`config.mk`:
```
export PLATFORM = sky130hd
export DESIGN_NAME = chqf_fsm
export DESIGN_NICKNAME = d
export VERILOG_FILES = /design/src/chqf_pkg.sv /design/src/chqf_fsm.sv /design/src/chqf_sync.sv
export SDC_FILE = /design/constraint.sdc
export NUM_CORES = 1
export LEC_CHECK = 0
export ABC_CLOCK_PERIOD_IN_PS = 2100
export BUFFER_PORTS_ARGS = -buffer_cell sky130_fd_sc_hd__buf_2
export CORE_MARGIN = 8
export CORE_UTILIZATION = 45
export CTS_CLUSTER_SIZE = 30
export DETAILED_ROUTE_END_ITERATION = 8
export PLACE_DENSITY_LB_ADDON = 0.3
export SETUP_SLACK_MARGIN = 0.4
export SLEW_MARGIN = 20
export SYNTH_ARGS = -nofsm -noshare
export SYNTH_HDL_FRONTEND = slang
export SYNTH_SLANG_ARGS = --single-unit
```
`constraint.sdc`:
```
create_clock -name i_clk_sys -period 2.1 [get_ports i_clk_sys]
set_clock_uncertainty 0.1 [all_clocks]
set_input_delay 0.42 -clock i_clk_sys [delete_from_list [all_inputs] [get_ports i_clk_sys]]
set_output_delay 0.42 -clock i_clk_sys [all_outputs]
set_load 0.02 [all_outputs]
```
`src/chqf_pkg.sv`:
```
// chqf_pkg: shared types and constants for the charger qualification state machine
// assumes: one 100 MHz clock; comparator inputs come from the analog front end
package chqf_pkg;
   // comparator bundle from the analog front end
   typedef struct packed {
      logic undervoltage_lockout_ok;        // supply above lockout trip, 100 mV hysteresis applied in the comparator
      logic exit_ok;        // supply above battery plus 150 mV
      logic pd_ok;          // supply above battery plus 50 mV
      logic vdd_gt_bat;     // supply above battery voltage
      logic vdd_gt_reg;     // supply above regulation voltage plus 0.3 V
      logic bat_present;    // battery or load seen on battery_output
      logic bat_above_pre;  // battery above preconditioning threshold
      logic battery_temp_input_hi_ok;    // thermistor below 1.20 V
      logic battery_temp_input_lo_ok;    // thermistor above 0.25 V
      logic battery_temp_input_test;     // thermistor driven near supply (system test request)
      logic iset_open;      // current_set_enable floating
      logic term_done;      // termination current reached in constant voltage
      logic recharge;       // battery below recharge threshold
      logic at_reg;         // battery reached regulation voltage
   } chqf_cmp_t;
   localparam int CMP_W = $bits(chqf_cmp_t);

   typedef enum logic [3:0] {
      ST_SHUTDOWN, ST_STANDBY, ST_PRECOND, ST_FAST, ST_CV,
      ST_DONE, ST_TEMP_FAULT, ST_TIMER_FAULT, ST_SYS_TEST
   } chqf_state_t;

   // probe pulse timing: period in us and derived cycle count
   localparam int CLK_MHZ            = 100;
   localparam int PROBE_PERIOD_US    = 100;
   localparam int PROBE_CYCLES       = PROBE_PERIOD_US * CLK_MHZ;
   localparam int PROBE_W            = 14;
   // charge timer: tick of 1 ms, expiry in ticks (4 h nominal)
   localparam int TICK_US            = 1000;
   localparam int TICK_CYCLES        = TICK_US * CLK_MHZ;
   localparam int TICK_W             = 17;
   localparam int TIMER_W            = 24;
   localparam logic [23:0] TIMER_LIMIT = 24'hDBBA00;  // 14,400,000 ms
   localparam logic RST_OUT_OFF      = 1'b0;
endpackage

```
`src/chqf_fsm.sv`:
```
// chqf_fsm: charge qualification and status state machine
// assumes: comparator results arrive unsynchronised; open-drain pads outside resolve pins
//
// Function
// - stay shut down until supply passes lockout
// - leave shutdown only above battery plus 150mV
// - force shutdown below lockout or near battery
// - charge needs lockout met and battery present
// - floating current set disables charging
// - pulse status a and power good probing
// - below precondition threshold enter preconditioning
// - above threshold move to fast charge
// - timer runs only while enable pin low
// - power good low above lockout and battery
// - status outputs are open drain only
// - thermistor normal between 0.25V and 1.20V
// - temperature out of range suspends, freezes timer
// - timer cleared on fast charge entry, except on resume from temperature fault
// - status encoding per charge state
// - timer expiry in fast charge latches fault until removal; in constant voltage it ends the charge
`timescale 1ns/100ps
module chqf_fsm (
   // clock and reset
   input  wire logic                i_clk_sys,
   input  wire logic                i_rst,
   // analog comparator results and pins
   input  wire chqf_pkg::chqf_cmp_t i_cmp,
   input  wire logic                i_timer_enable_n,
   // open-drain status pins: level in, drive low enable out
   input  wire logic                i_charge_status_a,
   input  wire logic                i_charge_status_b,
   output logic                     o_charge_status_a,
   output logic                     o_charge_status_a_oe,
   output logic                     o_charge_status_b,
   output logic                     o_charge_status_b_oe,
   output logic                     o_input_power_good,
   output logic                     o_input_power_good_oe,
   // state and control to the analog core
   output chqf_pkg::chqf_state_t    o_state,
   output logic                     o_charge_on,
   output logic                     o_precond_current,
   output logic                     o_timer_fault
);
   chqf_pkg::chqf_cmp_t   cmp;
   chqf_pkg::chqf_state_t state;
   chqf_pkg::chqf_state_t next_state;
   logic [chqf_pkg::PROBE_W-1:0] probe_cnt;
   logic                         probe_phase;
   logic [chqf_pkg::TICK_W-1:0]  tick_cnt;
   logic                         tick;
   logic [chqf_pkg::TIMER_W-1:0] timer;
   logic                         timer_exp;
   logic                         temp_ok;
   logic                         supply_ok;
   logic                         next_a;
   logic                         next_b;
   logic                         next_pg;

   // comparators cross through two flops before any use
   chqf_sync #(.W(chqf_pkg::CMP_W)) u_sync (
      .i_clk_sys (i_clk_sys),
      .i_async   (i_cmp),
      .o_sync    (cmp)
   );

   // supply qualification and thermistor window
   assign supply_ok = cmp.undervoltage_lockout_ok & cmp.pd_ok;
   assign temp_ok   = cmp.battery_temp_input_hi_ok & cmp.battery_temp_input_lo_ok;
   assign timer_exp = (timer >= chqf_pkg::TIMER_LIMIT);

   // state register; reset lands in shutdown
   always_ff @(posedge i_clk_sys) begin
      if (i_rst) begin
         state <= chqf_pkg::ST_SHUTDOWN;
      end else begin
         state <= next_state;
      end
   end

   // next state; supply loss overrides every state
   always_comb begin
      next_state = state;
      case (state)
         chqf_pkg::ST_SHUTDOWN: begin
            if (cmp.undervoltage_lockout_ok && cmp.exit_ok) begin
               next_state = chqf_pkg::ST_STANDBY;
            end
         end
         chqf_pkg::ST_STANDBY: begin
            if (cmp.battery_temp_input_test && !cmp.bat_present) begin
               next_state = chqf_pkg::ST_SYS_TEST;
            end else if (cmp.bat_present && !cmp.iset_open && cmp.vdd_gt_reg) begin
               next_state = cmp.bat_above_pre ? chqf_pkg::ST_FAST : chqf_pkg::ST_PRECOND;
            end
         end
         chqf_pkg::ST_PRECOND: begin
            if (!temp_ok) begin
               next_state = chqf_pkg::ST_TEMP_FAULT;
            end else if (cmp.bat_above_pre) begin
               next_state = chqf_pkg::ST_FAST;
            end
         end
         chqf_pkg::ST_FAST: begin
            if (!temp_ok) begin
               next_state = chqf_pkg::ST_TEMP_FAULT;
            end else if (timer_exp) begin
               next_state = chqf_pkg::ST_TIMER_FAULT;
            end else if (cmp.at_reg) begin
               next_state = chqf_pkg::ST_CV;
            end
         end
         chqf_pkg::ST_CV: begin
            if (!temp_ok) begin
               next_state = chqf_pkg::ST_TEMP_FAULT;
            end else if (cmp.term_done || timer_exp) begin
               next_state = chqf_pkg::ST_DONE;
            end
         end
         chqf_pkg::ST_DONE: begin
            if (cmp.recharge) begin
               next_state = chqf_pkg::ST_FAST;
            end
         end
         chqf_pkg::ST_TEMP_FAULT: begin
            // resume into whichever phase the battery voltage calls for
            if (temp_ok) begin
               next_state = cmp.bat_above_pre ? (cmp.at_reg ? chqf_pkg::ST_CV : chqf_pkg::ST_FAST)
                                              : chqf_pkg::ST_PRECOND;
            end
         end
         chqf_pkg::ST_TIMER_FAULT: begin
            next_state = chqf_pkg::ST_TIMER_FAULT;
         end
         chqf_pkg::ST_SYS_TEST: begin
            if (!cmp.battery_temp_input_test) begin
               next_state = chqf_pkg::ST_STANDBY;
            end
         end
         default: next_state = chqf_pkg::ST_SHUTDOWN;
      endcase
      // removal or manual shutdown drops back to standby
      if (state != chqf_pkg::ST_SHUTDOWN && state != chqf_pkg::ST_STANDBY &&
          state != chqf_pkg::ST_SYS_TEST && (cmp.iset_open || !cmp.bat_present)) begin
         next_state = chqf_pkg::ST_STANDBY;
      end
      if (!supply_ok) begin
         next_state = chqf_pkg::ST_SHUTDOWN;
      end
   end

   // probe pulse divider: toggles a phase flag each probe period
   always_ff @(posedge i_clk_sys) begin
      if (i_rst) begin
         probe_cnt   <= '0;
         probe_phase <= 1'b0;
      end else if (probe_cnt == chqf_pkg::PROBE_W'(chqf_pkg::PROBE_CYCLES - 1)) begin
         probe_cnt   <= '0;
         probe_phase <= ~probe_phase;
      end else begin
         probe_cnt <= probe_cnt + 1'b1;
      end
   end

   // 1 ms tick enable for the charge timer
   always_ff @(posedge i_clk_sys) begin
      if (i_rst) begin
         tick_cnt <= '0;
         tick     <= 1'b0;
      end else begin
         tick <= (tick_cnt == chqf_pkg::TICK_W'(chqf_pkg::TICK_CYCLES - 1));
         if (tick_cnt == chqf_pkg::TICK_W'(chqf_pkg::TICK_CYCLES - 1)) begin
            tick_cnt <= '0;
         end else begin
            tick_cnt <= tick_cnt + 1'b1;
         end
      end
   end

   // charge timer: cleared on fast entry, frozen in temperature fault
   always_ff @(posedge i_clk_sys) begin
      if (i_rst) begin
         timer <= '0;
      end else if (next_state == chqf_pkg::ST_FAST && state != chqf_pkg::ST_FAST &&
                   state != chqf_pkg::ST_TEMP_FAULT) begin
         timer <= '0;
      end else if (tick && !i_timer_enable_n && !timer_exp &&
                   (state == chqf_pkg::ST_FAST || state == chqf_pkg::ST_CV)) begin
         timer <= timer + 1'b1;
      end
   end

   // status encoding; asserted value means pin pulled low
   always_comb begin
      next_a  = 1'b0;
      next_b  = 1'b0;
      next_pg = cmp.undervoltage_lockout_ok & cmp.vdd_gt_bat;
      case (next_state)
         chqf_pkg::ST_PRECOND,
         chqf_pkg::ST_FAST,
         chqf_pkg::ST_CV:       next_a = 1'b1;
         chqf_pkg::ST_DONE:     next_b = 1'b1;
         chqf_pkg::ST_SYS_TEST: begin
            next_a = 1'b1;
            next_b = 1'b1;
         end
         chqf_pkg::ST_SHUTDOWN: next_pg = 1'b0;
         default: begin
            next_a = 1'b0;
         end
      endcase
      // low supply: blink while probing for a battery
      if (next_state == chqf_pkg::ST_STANDBY && cmp.undervoltage_lockout_ok && !cmp.vdd_gt_reg) begin
         next_a  = probe_phase;
         next_pg = probe_phase;
      end
   end

   // open-drain pads only ever sink; data held low, enable does the work
   always_ff @(posedge i_clk_sys) begin
      if (i_rst) begin
         o_charge_status_a_oe  <= chqf_pkg::RST_OUT_OFF;
         o_charge_status_b_oe  <= chqf_pkg::RST_OUT_OFF;
         o_input_power_good_oe <= chqf_pkg::RST_OUT_OFF;
      end else begin
         o_charge_status_a_oe  <= next_a;
         o_charge_status_b_oe  <= next_b;
         o_input_power_good_oe <= next_pg;
      end
   end

   // constant low data for the open-drain pads
   always_ff @(posedge i_clk_sys) begin
      o_charge_status_a  <= 1'b0;
      o_charge_status_b  <= 1'b0;
      o_input_power_good <= 1'b0;
   end

   // controls to the analog core
   always_ff @(posedge i_clk_sys) begin
      if (i_rst) begin
         o_state           <= chqf_pkg::ST_SHUTDOWN;
         o_charge_on       <= 1'b0;
         o_precond_current <= 1'b0;
         o_timer_fault     <= 1'b0;
      end else begin
         o_state           <= next_state;
         o_charge_on       <= (next_state == chqf_pkg::ST_PRECOND) || (next_state == chqf_pkg::ST_FAST) ||
                              (next_state == chqf_pkg::ST_CV) || (next_state == chqf_pkg::ST_SYS_TEST);
         o_precond_current <= (next_state == chqf_pkg::ST_PRECOND);
         o_timer_fault     <= (next_state == chqf_pkg::ST_TIMER_FAULT);
      end
   end
endmodule

```
`src/chqf_sync.sv`:
```
// chqf_sync: two-flop synchroniser, one per comparator bit
// assumes: inputs asynchronous to i_clk_sys, no reset needed on data path
`timescale 1ns/100ps
module chqf_sync #(
   parameter int W = 1
) (
   // clock
   input  wire logic         i_clk_sys,
   // data
   input  wire logic [W-1:0] i_async,
   output logic      [W-1:0] o_sync
);
   logic [W-1:0] meta;

   // first flop is read only by the second
   genvar g;
   generate
      for (g = 0; g < W; g++) begin : g_bit
         always_ff @(posedge i_clk_sys) begin
            meta[g]   <= i_async[g];
            o_sync[g] <= meta[g];
         end
      end
   endgenerate
endmodule
```
[Yosys cells after proc, flatten, opt, wreduce, memory -nomap -nowiden]
Index checks and enable logic that the tools add are counted.
Storage, ports and cells
  word-level logic and storage cells: 126
  memories: 0
  output and inout bits: 13
  register bits: 95
  latch bits: 0
  RAM bits: 0
  bits of input ports: 19
  bits in read-only memories: 0
Operators by class
  multiply operators: 0
  bitwise logic cells: 4
  shift operators: 0
  magnitude comparators: 1
  divide/modulo/power cells: 0
  mux-type cells: 24
  equality and inequality tests: 21
  $add $sub $neg: 3
  reduce and logical (&&, ||, !) cells: 33
Operators with widths (number)
  2-to-1 mux 4 bit: 15
  one-hot mux 4 bit (9 select lines): 1
  equality test 4 x 3 -> 1 bit (second input constant): 7
  adder 24 x 1 -> 24 bit (second input constant): 1
  greater-or-equal comparator 24 bit (second input constant): 1
  adder 17 x 1 -> 17 bit (second input constant): 1
  equality test 17 bit (second input constant): 1
  equality test 4 x 2 -> 1 bit (second input constant): 4
  adder 14 x 1 -> 14 bit (second input constant): 1
  equality test 14 bit (second input constant): 1
  logical AND 1 bit: 14
  equality test 4 x 1 -> 1 bit (second input constant): 2
  equality test 4 bit (second input constant): 2
  logical NOT 4 bit: 2
  OR reduction 2 bit: 4
  logical OR 1 bit: 6
  2-to-1 mux 1 bit: 6
  2-to-1 mux 3 bit: 2
  logical NOT 1 bit: 5
  inequality test 4 x 1 -> 1 bit (second input constant): 1
  inequality test 4 x 2 -> 1 bit (second input constant): 1
  inequality test 4 x 3 -> 1 bit (second input constant): 1
  inequality test 4 bit (second input constant): 1
  nonzero test 4 bit: 1
  other kinds (3): 5

[Logic depth before layout (Yosys ltp)]
Gate-level depths: netlist of run 1.
  depth in word-level cells: 12
  depth in mapped cells: 9
  depth with buffers taken out: 7

[By module]
Synthesis of run 1 repeated with hierarchy kept, for this count alone.
Unflattened totals
  cell total of the unflattened synthesis: 423
  area total of the unflattened synthesis: 3930.0 um2
Modules (own cells, without submodules)
  chqf_fsm: cells an instance 395, area an instance 3369.5 um2, sequential area each 1341.3 um2, instances 1
  chqf_sync: cells an instance 28, area an instance 560.5 um2, sequential area each 560.5 um2, instances 1

[Least setup slack after synthesis of run 1]
OpenSTA, ideal clock, no wires.
  path type: register -> register
  start: reg, netlist name o_state[2]
  end: reg timer[0] (netlist bit)
  library setup time: 115 ps
  data required time: 1885 ps
  stages on the path, launching flop included: 9
  data arrival time: 2216 ps
  setup slack: -331 ps
  period minus slack after synthesis: 2431 ps
  buffers on the path: 2
  cells stage by stage: dfxtp_1 -> buf_2 -> or3b_1 -> a21o_1 -> a211oi_4 -> o311ai_4 -> o41ai_4 -> buf_6 -> nor2_1
RTL lines
  to (signal assigned): RTL line chqf_fsm.sv:188  | timer <= timer + 1'b1;
  to (decl): RTL line chqf_fsm.sv:51  | logic [chqf_pkg::TIMER_W-1:0] timer;

[Worst setup path in the final report of run 1]
  start: reg timer[9] (netlist bit)
  end: reg timer[2] (netlist bit)
On the way
  word-level cells in the longest chain between the ends: 11
  elaborated cells on any way between the ends: 16
  classes of those cells: 1 x order compare; 1 x eq/ne; 7 x mux; 7 x reduce/logical
RTL lines
  greater-or-equal comparator 24 bit *: RTL line chqf_fsm.sv:69  | assign timer_exp = (timer >= chqf_pkg::TIMER_LIMIT);
  logical OR 1 bit: RTL line chqf_fsm.sv:115  | end else if (cmp.term_done || timer_exp) begin
  2-to-1 mux 4 bit: RTL line chqf_fsm.sv:115
  2-to-1 mux 4 bit: RTL line chqf_fsm.sv:113  | if (!temp_ok) begin
  one-hot mux 4 bit (9 select lines): RTL line chqf_fsm.sv:83  | case (state)
  2-to-1 mux 4 bit: RTL line chqf_fsm.sv:142  | if (state != chqf_pkg::ST_SHUTDOWN && state != chqf_pkg::ST_STANDBY &&
  2-to-1 mux 4 bit: RTL line chqf_fsm.sv:146  | if (!supply_ok) begin
  equality test 4 x 2 -> 1 bit: RTL line chqf_fsm.sv:183  | end else if (next_state == chqf_pkg::ST_FAST && state != chqf_pkg::ST_FAST &&
  logical AND 1 bit (2 in series): RTL line chqf_fsm.sv:183
  OR reduction 2 bit (no line)
Mark *: on every way between the ends. The rest lies on a longest branch, timed or not.
A chain may end at the register's enable or synchronous reset.

==> flow_metrics.py, run 1 <==
metrics = {
    "yosys": {
        "synth.cell_area_sq_mm": 0.00393,
        "synth_warnings": 0,
        "netlist_instances": 423,
        "netlist.area_leader.share_pct": 48.4,
        "ys_top_cells_by_area": "dfxtp_1 48%, nor2_1 6.9%, xor2_1 6.7%",
        "synth_seq_area_share_pct": 48.4,
        "post_synth.cell_area_avg_sq_um": 9.29,
        "synth_seq_cells": 95,
        "post_synth_num_cell_types": 54,
        "synth_top_area_cell": "dfxtp_1",
        "dominantRegCellSynth": "dfxtp_1",
        "ys_async_sr_fraction_pct": 0,
        "synth_edf_count": 0,
    },
    "pwr": {
        "switching_portion_of_total_power_pct": 22.8,
        "comb_power_share_pct": 3.9,
        "seqPwrFrac_pct": 58.8,
        "leakage_nw": 1.98,
        "power-per-cell-area_mw_per_mm2": 644,
        "pint_mw": 2.44,
        "power.net_switching_mw": 0.722,
        "vdd_drop_max_mv": 0.568,
        "p_total_mw": 3.16,
        "clock_power_share_pct": 37.3,
    },
    "worst_setup_path": {
        "worst-path-max-fanout": 24,
        "worstSetupPathDepth": 7,
        "startpoint_type": "register",
        "critical_path.slowest_cell": "a2111o_1",
        "ff2ff_setup_slack_ns": -0.17,
        "crit_path_max_incr_delay_ns": 0.49,
        "arrival_time_at_the_worst_endpoint_ns": 2.40,
        "critical_path.endpoint_type": "register",
        "path_delay_family": "compound AO/OA/AOI/OAI gates",
        "critical_path_class": "register to register",
        "cp_cell_sequence": "o2111ai_2 -> a2111o_1 -> a211oi_4 -> o311ai_4 -> o41ai_4 -> buf_12 -> nor3_1",
        "critical_path.n_buffers_inverters": 1,
        "reg2regPathDepth": 7,
        "worst-endpoint-required_ns": 2.23,
    },
    "timing": {
        "report.final.slew_viol_count": 0,
        "max_clock_freq_ghz": 0.441,
        "final.period_utilization_pct": 108,
        "layout_min_cycle_time_ns": 2.27,
        "grt_setup_unrepaired": "true",
        "final-setup-viol-count": 27,
        "timing.final.ws_setup_ns": -0.170,
        "report.final.hold_viol_count": 0,
    },
    "detailed_routing": {
        "drt-wirelength-per-cell_microns": 13.0,
        "ant_nets": 0,
        "remaining_drc_errors": 0,
        "routed_wirelength_microns": 7910,
        "vias": 3146,
        "detailedRoute.firstIterationViolations": 79,
        "drt-vias-per-instance": 5.17,
        "drt_pass1_iterations": 4,
    },
    "layout": {
        "antenna_cells_inserted": 0,
        "num-fill-cells": 761,
        "drive_gt1_share_pct": 27.0,
        "fin_nets": 519,
        "fin_util_pct": 57.2,
        "syn_to_final_growth_pct": 25.1,
        "final-instance-count-excl-fill": 608,
    },
    "floorplanning": {
        "row_count": 34,
        "dieWidth_microns": 109,
        "die_area_sq_mm": 0.0120,
        "initial_utilization_pct": 45.7,
        "floorplan_die_height_microns": 109,
        "io_count": 32,
        "core_sq_mm": 0.00859,
    },
    "cts": {
        "tritoncts": "yes",
        "cts-buffers-inserted": 9,
        "worstSkewPairLatency_ns": 0.36,
        "root_buffer": "clkbuf_8",
        "h_tree_level_count": 3,
        "clk_transition_reported_paths_ns": 0.09,
        "clockBufferDepth": 2,
        "cts.sinks": 95,
    },
    "grt": {
        "grt_pass1_vias": 3110,
        "grt_first_pass_wirelength_microns": 13400,
        "grt_overflow_total": 0,
        "largest_net_degree_at_the_start_of_global_routing": 25,
        "globalRouteTotalUtil_pct": 13.7,
        "antenna_found_initial": 0,
    },
    "min_path": {
        "hold_depth": 1,
        "hold_path.class": "primary input to register",
    },
    "placement": {
        "place.port_buffers": 26,
        "hpwlAfterDp_microns": 5680,
        "gp_routability_congestion": 0.846,
        "placedCellCount": 587,
        "place_worst_setup_slack_ns": -0.204,
    },
    "run": {
        "maxCapViolCount": 0,
    },
    "status": {
        "run_status": "finished with violations",
        "violations_in_the_final_reports": "negative setup slack",
    },
}
==> synthesized netlist by cell type (4+ instances only) <==
| library cell | n |
|---|---|
| a21oi_1 | 5 |
| and2_1 | 5 |
| and3_1 | 15 |
| and4_1 | 9 |
| buf_2 | 4 |
| clkbuf_1 | 9 |
| dfxtp_1 | 95 |
| ha_1 | 4 |
| inv_1 | 11 |
| nand2_1 | 24 |
| nand2b_1 | 6 |
| nand3_1 | 23 |
| nand3b_1 | 4 |
| nand4_1 | 15 |
| nor2_1 | 72 |
| nor2b_1 | 6 |
| nor3_1 | 8 |
| o21ai_0 | 6 |
| xnor2_1 | 17 |
| xor2_1 | 30 |
==> what timing repair did <==
item | in CTS | in global routing
hold buffers | 0 | 0
setup buffers | 3 | 1
gates cloned | 0 | 2
setup endpoints to repair | 63 | 63
resized for setup | 24 | 10
pin swaps | 8 | 3
==> cells in the final DEF, fill, tap and decap left out, drive strengths merged, types with 4 or more instances in the layout <==
cell     n
a211oi   4
nand2b   6
buf     76
o21ai    6
nand2   25
nand3   23
a21oi    5
nor2    72
nor2b    6
nand4   15
xnor2   17
and4     9
or2      4
dfxtp   95
clkbuf   9
xor2    30
ha       4
nand3b   4
inv     14
and3    15
nor3     8
and2     5
==> power by group through the flow <==
stage	logic (mW)	registers (mW)	clock network, mW
final	0.123	1.86	1.18
after global routing	0.135	1.87	1.29
after CTS	0.117	1.86	1.21
after detailed placement	0.111	1.90	0
after global placement	0.107	1.90	0
after floorplan	0.0766	1.90	0
==> cell families (layout without fill, tap and decap cells) <==
group           count (synthesis)  in the layout  synth area share (%)
buf+inv                        29            102                  3.57
fa+ha+maj                       4              4                  1.27
flops                          95             95                  48.4
compound gates                 42             42                  9.11
simple gates                  203            205                  26.6
mux                             2              2                 0.509
xor+xnor                       47             47                  10.5
other cells                     1              3                0.0954
==> state kept, by name, indices dropped and copies added, names as in the netlist, 4 cells and up <==
name and cells:
timer 24, tick_cnt 17, probe_cnt 14, u_sync.meta 14, u_sync.o_sync 14, o_state 4
==> per-layer routing <==
layer | wire [microns] | up-vias | global-route usage (%)
met5 | 0 | - | 0
met3 | 265 | 11 | 2.99
li1 | - | 1604 | -
met1 | 3720 | 1484 | 16.4
met4 | 116 | 0 | 6.08
met2 | 3810 | 47 | 23.3
==> through the flow <==
stage / hold slack, ns / TNS, ns / instance area (sq um)
6_report: 0.0541 / -3.61 / 4920
5_1_grt: 0.0290 / -6.29 / 4920
4_1_cts: 0.0345 / -3.68 / 4850
3_5_place_dp: 0.214 / -4.75 / 4540
3_3_place_gp: 0.210 / -4.43 / 4540
2_1_floorplan: 0.210 / -4.25 / 4040
==> path summary, 6_finish.rpt <==
check / to / from
hold reg to reg: u_sync.o_sync[10]$_DFF_P_ / u_sync.meta[10]$_DFF_P_
setup reg to reg: timer[2]$_SDFFE_PP0P_ / timer[9]$_SDFFE_PP0P_
hold / removal: u_sync.meta[4]$_DFF_P_ / i_cmp[4]
setup / recovery: timer[2]$_SDFFE_PP0P_ / timer[9]$_SDFFE_PP0P_
==> final cells by class <==
type / count / area [sq um] / share of cell area (%)
Multi-Input combinational cell: 303 / 2080 / 42.3
Tap cell: 108 / 135 / 2.75
Clock inverter: 6 / 66.3 / 1.35
Inverter: 11 / 41.3 / 0.840
Clock buffer: 9 / 124 / 2.52
Sequential cell: 95 / 1920 / 39.1
Timing Repair Buffer: 76 / 549 / 11.2
Power figures use the tool's default switching activity.
==> run 2: changes to the inputs <==
--- a/config.mk
+++ b/config.mk
@@ -6,7 +6,7 @@
 export NUM_CORES = 1
 export LEC_CHECK = 0
 export ABC_CLOCK_PERIOD_IN_PS = 2100
-export BUFFER_PORTS_ARGS = -buffer_cell sky130_fd_sc_hd__buf_2
+export BUFFER_PORTS_ARGS = -buffer_cell sky130_fd_sc_hd__buf_4
 export CORE_MARGIN = 8
 export CORE_UTILIZATION = 45
 export CTS_CLUSTER_SIZE = 30
==> run 2 against run 1 <==
Effect of this change: the flow still finishes with violations (negative setup slack); via count is 3.5% higher; sequential cell count unchanged; combinational power increased by 28%; final cell count grew 1.8%; wire length grew 13%; utilization up 2.9 points; clock power grew 9%; maximum frequency is 0.82% higher; power is 4.6% higher; critical path type unchanged; largest cell class unchanged; largest power group unchanged; highest routed layer unchanged.
==> flow_metrics.py, run 2 (synthesis results as in run 1) <==
metrics = {
    "layout": {
        "reg.largest.list": "timer (24), tick_cnt (17)",
        "top_register": "timer",
        "fin_nets": 529,
        "layout.cells.most_common_list": "83 x dfxtp_1, 73 x buf_4, 67 x nor2_1, 30 x xor2_1, 23 x nand2_1",
        "layout_commonest_cell": "dfxtp_1",
        "largest_register_ff_count": 24,
        "num-fill-cells": 721,
        "syn_to_final_growth_pct": 31.4,
        "antenna_cells_inserted": 0,
        "final-instance-count-excl-fill": 619,
        "drive_gt1_share_pct": 30.1,
    },
    "timing": {
        "timing.max_slew.rel_slack_pct": 65.7,
        "report.final.hold_viol_count": 0,
        "final.period_utilization_pct": 107,
        "report.final.slew_viol_count": 0,
        "fin_worst_hold_slack_ns": 0.0595,
        "worstMarginPinSlew_ns": 0.514,
        "grt_setup_unrepaired": "true",
        "final-setup-viol-count": 30,
        "max_clock_freq_ghz": 0.444,
        "timing.final.ws_setup_ns": -0.152,
        "layout_min_cycle_time_ns": 2.25,
    },
    "floorplanning": {
        "initial_utilization_pct": 45.7,
        "dieWidth_microns": 109,
        "row_count": 34,
        "floorplan_die_height_microns": 109,
        "io_count": 32,
        "core_sq_mm": 0.00859,
        "die_area_sq_mm": 0.0120,
    },
    "cts": {
        "hold_buffers": 0,
        "cts-buffers-inserted": 9,
        "cts.sinks": 95,
        "h_tree_level_count": 3,
        "worstSkewPairLatency_ns": 0.36,
        "clk_transition_reported_paths_ns": 0.09,
        "clockBufferDepth": 2,
        "tritoncts": "yes",
        "root_buffer": "clkbuf_8",
    },
    "grt": {
        "grt_first_pass_wirelength_microns": 14300,
        "globalRouteTotalUtil_pct": 14.8,
        "largest_net_degree_at_the_start_of_global_routing": 18,
        "antenna_found_initial": 0,
        "grt_pass1_vias": 3183,
        "grt_overflow_total": 0,
    },
    "pwr": {
        "leakage_nw": 2.07,
        "power-per-cell-area_mw_per_mm2": 641,
        "vdd_drop_max_mv": 0.751,
    },
    "worst_setup_path": {
        "critical_path.n_buffers_inverters": 1,
        "worstSetupPathDepth": 7,
        "crit_path_max_incr_delay_ns": 0.51,
        "critical_path.slowest_cell": "a2111o_1",
        "cp_cell_sequence": "nand4b_1 -> a2111o_1 -> a211oi_4 -> o311ai_4 -> buf_6 -> and4_1 -> a211o_1",
        "crit_start": "timer[21]$_SDFFE_PP0P_",
        "critical_path_class": "register to register",
        "reg2regPathDepth": 7,
        "arrival_time_at_the_worst_endpoint_ns": 2.39,
        "critical_path.endpoint_type": "register",
        "ff2ff_setup_slack_ns": -0.15,
        "r2r-end": "o_charge_status_a_oe$_SDFF_PP0_",
        "reg2reg_from": "timer[21]$_SDFFE_PP0P_",
        "worst-endpoint-required_ns": 2.24,
        "path_delay_family": "compound AO/OA/AOI/OAI gates",
        "startpoint_type": "register",
        "critPathCapture": "o_charge_status_a_oe$_SDFF_PP0_",
        "worst-path-max-fanout": 6,
    },
    "detailed_routing": {
        "ant_nets": 0,
        "remaining_drc_errors": 0,
        "routed_wirelength_microns": 8910,
        "vias": 3257,
        "detailedRoute.firstIterationViolations": 100,
        "drt-wirelength-per-cell_microns": 14.4,
        "drt-vias-per-instance": 5.26,
        "drt_pass1_iterations": 5,
    },
    "status": {
        "run_status": "finished with violations",
        "violations_in_the_final_reports": "negative setup slack",
    },
    "run": {
        "maxCapViolCount": 0,
    },
    "min_path": {
        "hold_path.class": "primary input to register",
    },
    "placement": {
        "hpwlAfterDp_microns": 5870,
        "placedCellCount": 585,
        "place.port_buffers": 26,
        "gp_routability_congestion": 0.801,
    },
}
==> run 2: cell types whose count changed in the layout (fill, tap and decap cells not counted), sizes merged <==
cell,before,now
clkinv,2,0
inv,14,13
clkbuf,9,14
buf,76,85
==> run 2: cell type report <==
cell class | instances | area, sq um | area share [%]
tap | 108 | 135 | 2.62
inverter | 11 | 41.3 | 0.800
clock inverter | 3 | 47.5 | 0.921
multi-input combinational | 303 | 2120 | 41.0
sequential | 95 | 1920 | 37.3
timing repair buffer | 86 | 727 | 14.1
clock buffer | 13 | 169 | 3.27
==> run 2: through the flow <==
stage                     setup TNS (ns)  setup slack, ns  utilization [%]  total power [mW]  instance area [sq um]
after floorplan                    -4.25           -0.201                -              1.98                   4040
after global placement             -4.30           -0.187             53.3              2.02                   4580
after detailed placement           -5.28           -0.225             53.3              2.02                   4580
after CTS                          -3.98           -0.179             58.5              3.32                   5030
after global routing               -6.12           -0.231             60.1              3.44                   5160
final                              -3.61           -0.152             60.1              3.31                   5160
==> run 2: worst min path at each step <==
stage	start	endpoint	slack (ns)	depth (start not counted)
after floorplan	u_sync.meta[0]$_DFF_P_	u_sync.o_sync[0]$_DFF_P_	0.21	0
after global placement	u_sync.meta[8]$_DFF_P_	u_sync.o_sync[8]$_DFF_P_	0.21	0
after detailed placement	u_sync.meta[13]$_DFF_P_	u_sync.o_sync[13]$_DFF_P_	0.21	0
after CTS	i_cmp[6]	u_sync.meta[6]$_DFF_P_	0.04	1
after global routing	i_cmp[6]	u_sync.meta[6]$_DFF_P_	0.03	1
final	i_cmp[6]	u_sync.meta[6]$_DFF_P_	0.06	1
==> run 2: where the power goes <==
part | total [mW] | switching (mW) | internal, mW
sequential | 1.86 | 0.0257 | 1.84
combinational | 0.158 | 0.0772 | 0.0807
clock | 1.29 | 0.632 | 0.658
==> run 2: layer usage <==
metal  vias to the layer above  wire length, microns  GRT usage, %
li1                       1621                     -             -
met1                      1560                  3860          16.9
met2                        63                  4590          25.5
met3                        13                   365          4.40
met4                         0                    89          5.59
met5                         -                     0             0
==> run 2: timing repair <==
action / CTS / global route
pin swaps: 15 / 13
setup buffers: 8 / 5
cloned: 1 / 4
endpoints found under the setup margin: 63 / 62
resized for setup: 35 / 16
==> run 2: worst reg2reg max path: stages, from the launching register on <==
cell and delay, ns:
dfxtp_2 0.33, nand4b_1 0.16, a2111o_1 0.51, a211oi_4 0.31, o311ai_4 0.13, buf_6 0.17
and4_1 0.20, a211o_1 0.24
==> run 3: changes to the inputs <==
--- a/config.mk
+++ b/config.mk
@@ -5,13 +5,14 @@
 export SDC_FILE = /design/constraint.sdc
 export NUM_CORES = 1
 export LEC_CHECK = 0
-export ABC_CLOCK_PERIOD_IN_PS = 2100
 export BUFFER_PORTS_ARGS = -buffer_cell sky130_fd_sc_hd__buf_4
+export CORE_ASPECT_RATIO = 0.5
 export CORE_MARGIN = 8
 export CORE_UTILIZATION = 45
 export CTS_CLUSTER_SIZE = 30
 export DETAILED_ROUTE_END_ITERATION = 8
 export PLACE_DENSITY_LB_ADDON = 0.3
+export REMOVE_ABC_BUFFERS = 1
 export SETUP_SLACK_MARGIN = 0.4
 export SLEW_MARGIN = 20
 export SYNTH_ARGS = -nofsm -noshare
==> run 3 against run 2 <==
Effect of this change: the run still ends with negative setup slack left; sequential cell count unchanged; via count decreased by 3.0%; first-iteration DRC count increased by 54%; utilization decreased by 0.29 points; non-clock buffer count decreased by 3; critical path type unchanged; largest cell class unchanged.
==> flow_metrics.py, run 3 (synthesis results as in run 1) <==
metrics = {
    "pwr": {
        "clock_power_share_pct": 45.6,
        "seqPwrFrac_pct": 50.6,
        "switching_portion_of_total_power_pct": 22.5,
        "leakage_nw": 2.03,
        "comb_power_share_pct": 3.8,
        "power.net_switching_mw": 0.830,
        "p_total_mw": 3.69,
        "vdd_drop_max_mv": 0.367,
        "power-per-cell-area_mw_per_mm2": 718,
        "pint_mw": 2.86,
    },
    "worst_setup_path": {
        "ff2ff_setup_slack_ns": -0.19,
        "worst-endpoint-required_ns": 2.24,
        "critical_path.slowest_cell": "a2111o_1",
        "critPathCapture": "timer[19]$_SDFFE_PP0P_",
        "reg2regPathDepth": 8,
        "crit_path_max_incr_delay_ns": 0.49,
        "startpoint_type": "register",
        "reg2reg_from": "timer[21]$_SDFFE_PP0P_",
        "arrival_time_at_the_worst_endpoint_ns": 2.42,
        "path_delay_family": "compound AO/OA/AOI/OAI gates",
        "r2r-end": "timer[19]$_SDFFE_PP0P_",
        "worstSetupPathDepth": 8,
        "crit_start": "timer[21]$_SDFFE_PP0P_",
        "worst-path-max-fanout": 6,
        "cp_cell_sequence": "nand4b_1 -> a2111o_1 -> a211oi_4 -> o311ai_4 -> o41ai_4 -> buf_6 -> clkbuf_16 -> nor2_1",
        "critical_path_class": "register to register",
        "critical_path.endpoint_type": "register",
        "critical_path.n_buffers_inverters": 2,
    },
    "cts": {
        "clk_transition_reported_paths_ns": 0.07,
        "clockBufferDepth": 2,
        "h_tree_level_count": 3,
        "root_buffer": "clkbuf_16",
        "hold_buffers": 0,
        "tritoncts": "yes",
        "cts.sinks": 95,
        "worstSkewPairLatency_ns": 0.34,
        "cts-buffers-inserted": 9,
    },
    "layout": {
        "fin_util_pct": 59.8,
        "drive_gt1_share_pct": 28.0,
        "layout_commonest_cell": "dfxtp_1",
        "largest_register_ff_count": 24,
        "syn_to_final_growth_pct": 30.7,
        "num-fill-cells": 747,
        "regArea_sq_mm": 0.00191,
        "top_register": "timer",
        "footprint_of_the_multi_input_gates_sq_mm": 0.00206,
        "fin_nets": 525,
        "final-instance-count-excl-fill": 624,
        "reg.largest.list": "timer (24), tick_cnt (17)",
        "layout.cells.most_common_list": "91 x dfxtp_1, 78 x buf_4, 64 x nor2_1, 30 x xor2_1, 23 x nand2_1",
        "antenna_cells_inserted": 0,
    },
    "timing": {
        "layout_min_cycle_time_ns": 2.29,
        "grt_setup_unrepaired": "true",
        "report.final.slew_viol_count": 0,
        "timing.final.ws_setup_ns": -0.186,
        "max_clock_freq_ghz": 0.438,
        "report.final.hold_viol_count": 0,
        "final-setup-viol-count": 30,
        "fin_worst_hold_slack_ns": 0.0771,
        "final.period_utilization_pct": 109,
    },
    "grt": {
        "grtUsageMet3_pct": 3.79,
        "top_usage_layer": "met2",
        "grt_pass1_vias": 3042,
        "use_met1_pct": 15.2,
        "largest_net_degree_at_the_start_of_global_routing": 25,
        "antenna_found_initial": 0,
        "globalRouteTotalUtil_pct": 13.6,
        "grt_overflow_total": 0,
        "grt_first_pass_wirelength_microns": 13300,
        "gr-usage-met2_pct": 24.8,
    },
    "floorplanning": {
        "dieWidth_microns": 148,
        "core_sq_mm": 0.00859,
        "die_area_sq_mm": 0.0122,
        "io_count": 32,
        "floorplan_die_height_microns": 82.1,
        "row_count": 24,
        "initial_utilization_pct": 45.8,
    },
    "placement": {
        "hpwlAfterDp_microns": 5470,
        "gp_routability_congestion": 0.836,
        "place_worst_setup_slack_ns": -0.249,
        "placedCellCount": 601,
        "place.port_buffers": 26,
    },
    "detailed_routing": {
        "remaining_drc_errors": 0,
        "routed_wirelength_microns": 8230,
        "detailedRoute.firstIterationViolations": 154,
        "ant_nets": 0,
        "vias": 3158,
        "drt_pass1_iterations": 4,
        "drt-wirelength-per-cell_microns": 13.2,
        "drt-vias-per-instance": 5.06,
    },
    "run": {
        "maxCapViolCount": 0,
    },
    "min_path": {
        "hold_path.startpoint": "i_cmp[11]",
        "hold_path.class": "primary input to register",
    },
    "status": {
        "run_status": "finished with violations",
        "violations_in_the_final_reports": "negative setup slack",
    },
}
==> run 3: changes by cell type in the layout (fill, tap and decap cells not counted), moves of 3 or more <==
cell       change
nor2_1         -3
nor2_4         +3
buf_4          +5
dfxtp_1        +8
clkbuf_8      -12
dfxtp_2        -6
buf_6          -6
clkbuf_16      +9
==> run 3: repair_timing <==
action                                  CTS  global route
resized for setup                        12            38
pin swaps                                 3            10
endpoints found under the setup margin   65            64
setup buffers                             1             3
gates cloned                              0             3
==> run 3: routing by layer <==
| metal | part of all wire, % | wire length, microns |
|---|---|---|
| met1 | 46 | 3800 |
| met2 | 51 | 4190 |
| met3 | 2.2 | 182 |
| met4 | 0.68 | 56 |
| met5 | 0 | 0 |
==> run 3: per-stage QoR <==
step	TNS, ns	cell area (sq um)
6_report	-4.58	5140
5_1_grt	-6.43	5140
4_1_cts	-3.76	4940
3_5_place_dp	-6.32	4580
3_3_place_gp	-6.65	4580
2_1_floorplan	-14.61	3840
==> run 3: worst min-delay path by stage <==
| stage | end | slack, ns | cells past startpoint |
|---|---|---|---|
| 3_5_place_dp | u_sync.o_sync[8]$_DFF_P_ | 0.21 | 0 |
| 4_1_cts | u_sync.meta[7]$_DFF_P_ | 0.06 | 1 |
| 3_3_place_gp | u_sync.o_sync[7]$_DFF_P_ | 0.21 | 0 |
| 5_1_grt | u_sync.meta[1]$_DFF_P_ | 0.06 | 1 |
| 2_1_floorplan | u_sync.o_sync[0]$_DFF_P_ | 0.21 | 0 |
| 6_report | u_sync.meta[11]$_DFF_P_ | 0.08 | 1 |
==> run 3: area by class of cell <==
type                            instances  area share [%]
Multi-Input combinational cell        302            40.0
Sequential cell                        95            37.2
Timing Repair Buffer                   83            12.9
Clock buffer                            9            4.38
Tap cell                              117            2.85
Clock inverter                          7            1.80
Inverter                               11           0.804
==> run 3: power groups by stage <==
stage	clock network [mW]	registers, mW	logic [mW]
CTS	1.73	1.87	0.120
detailed placement	0	1.91	0.116
global route	1.81	1.87	0.153
global placement	0	1.91	0.114
floorplan	0	1.90	0.0582
finish	1.68	1.87	0.141
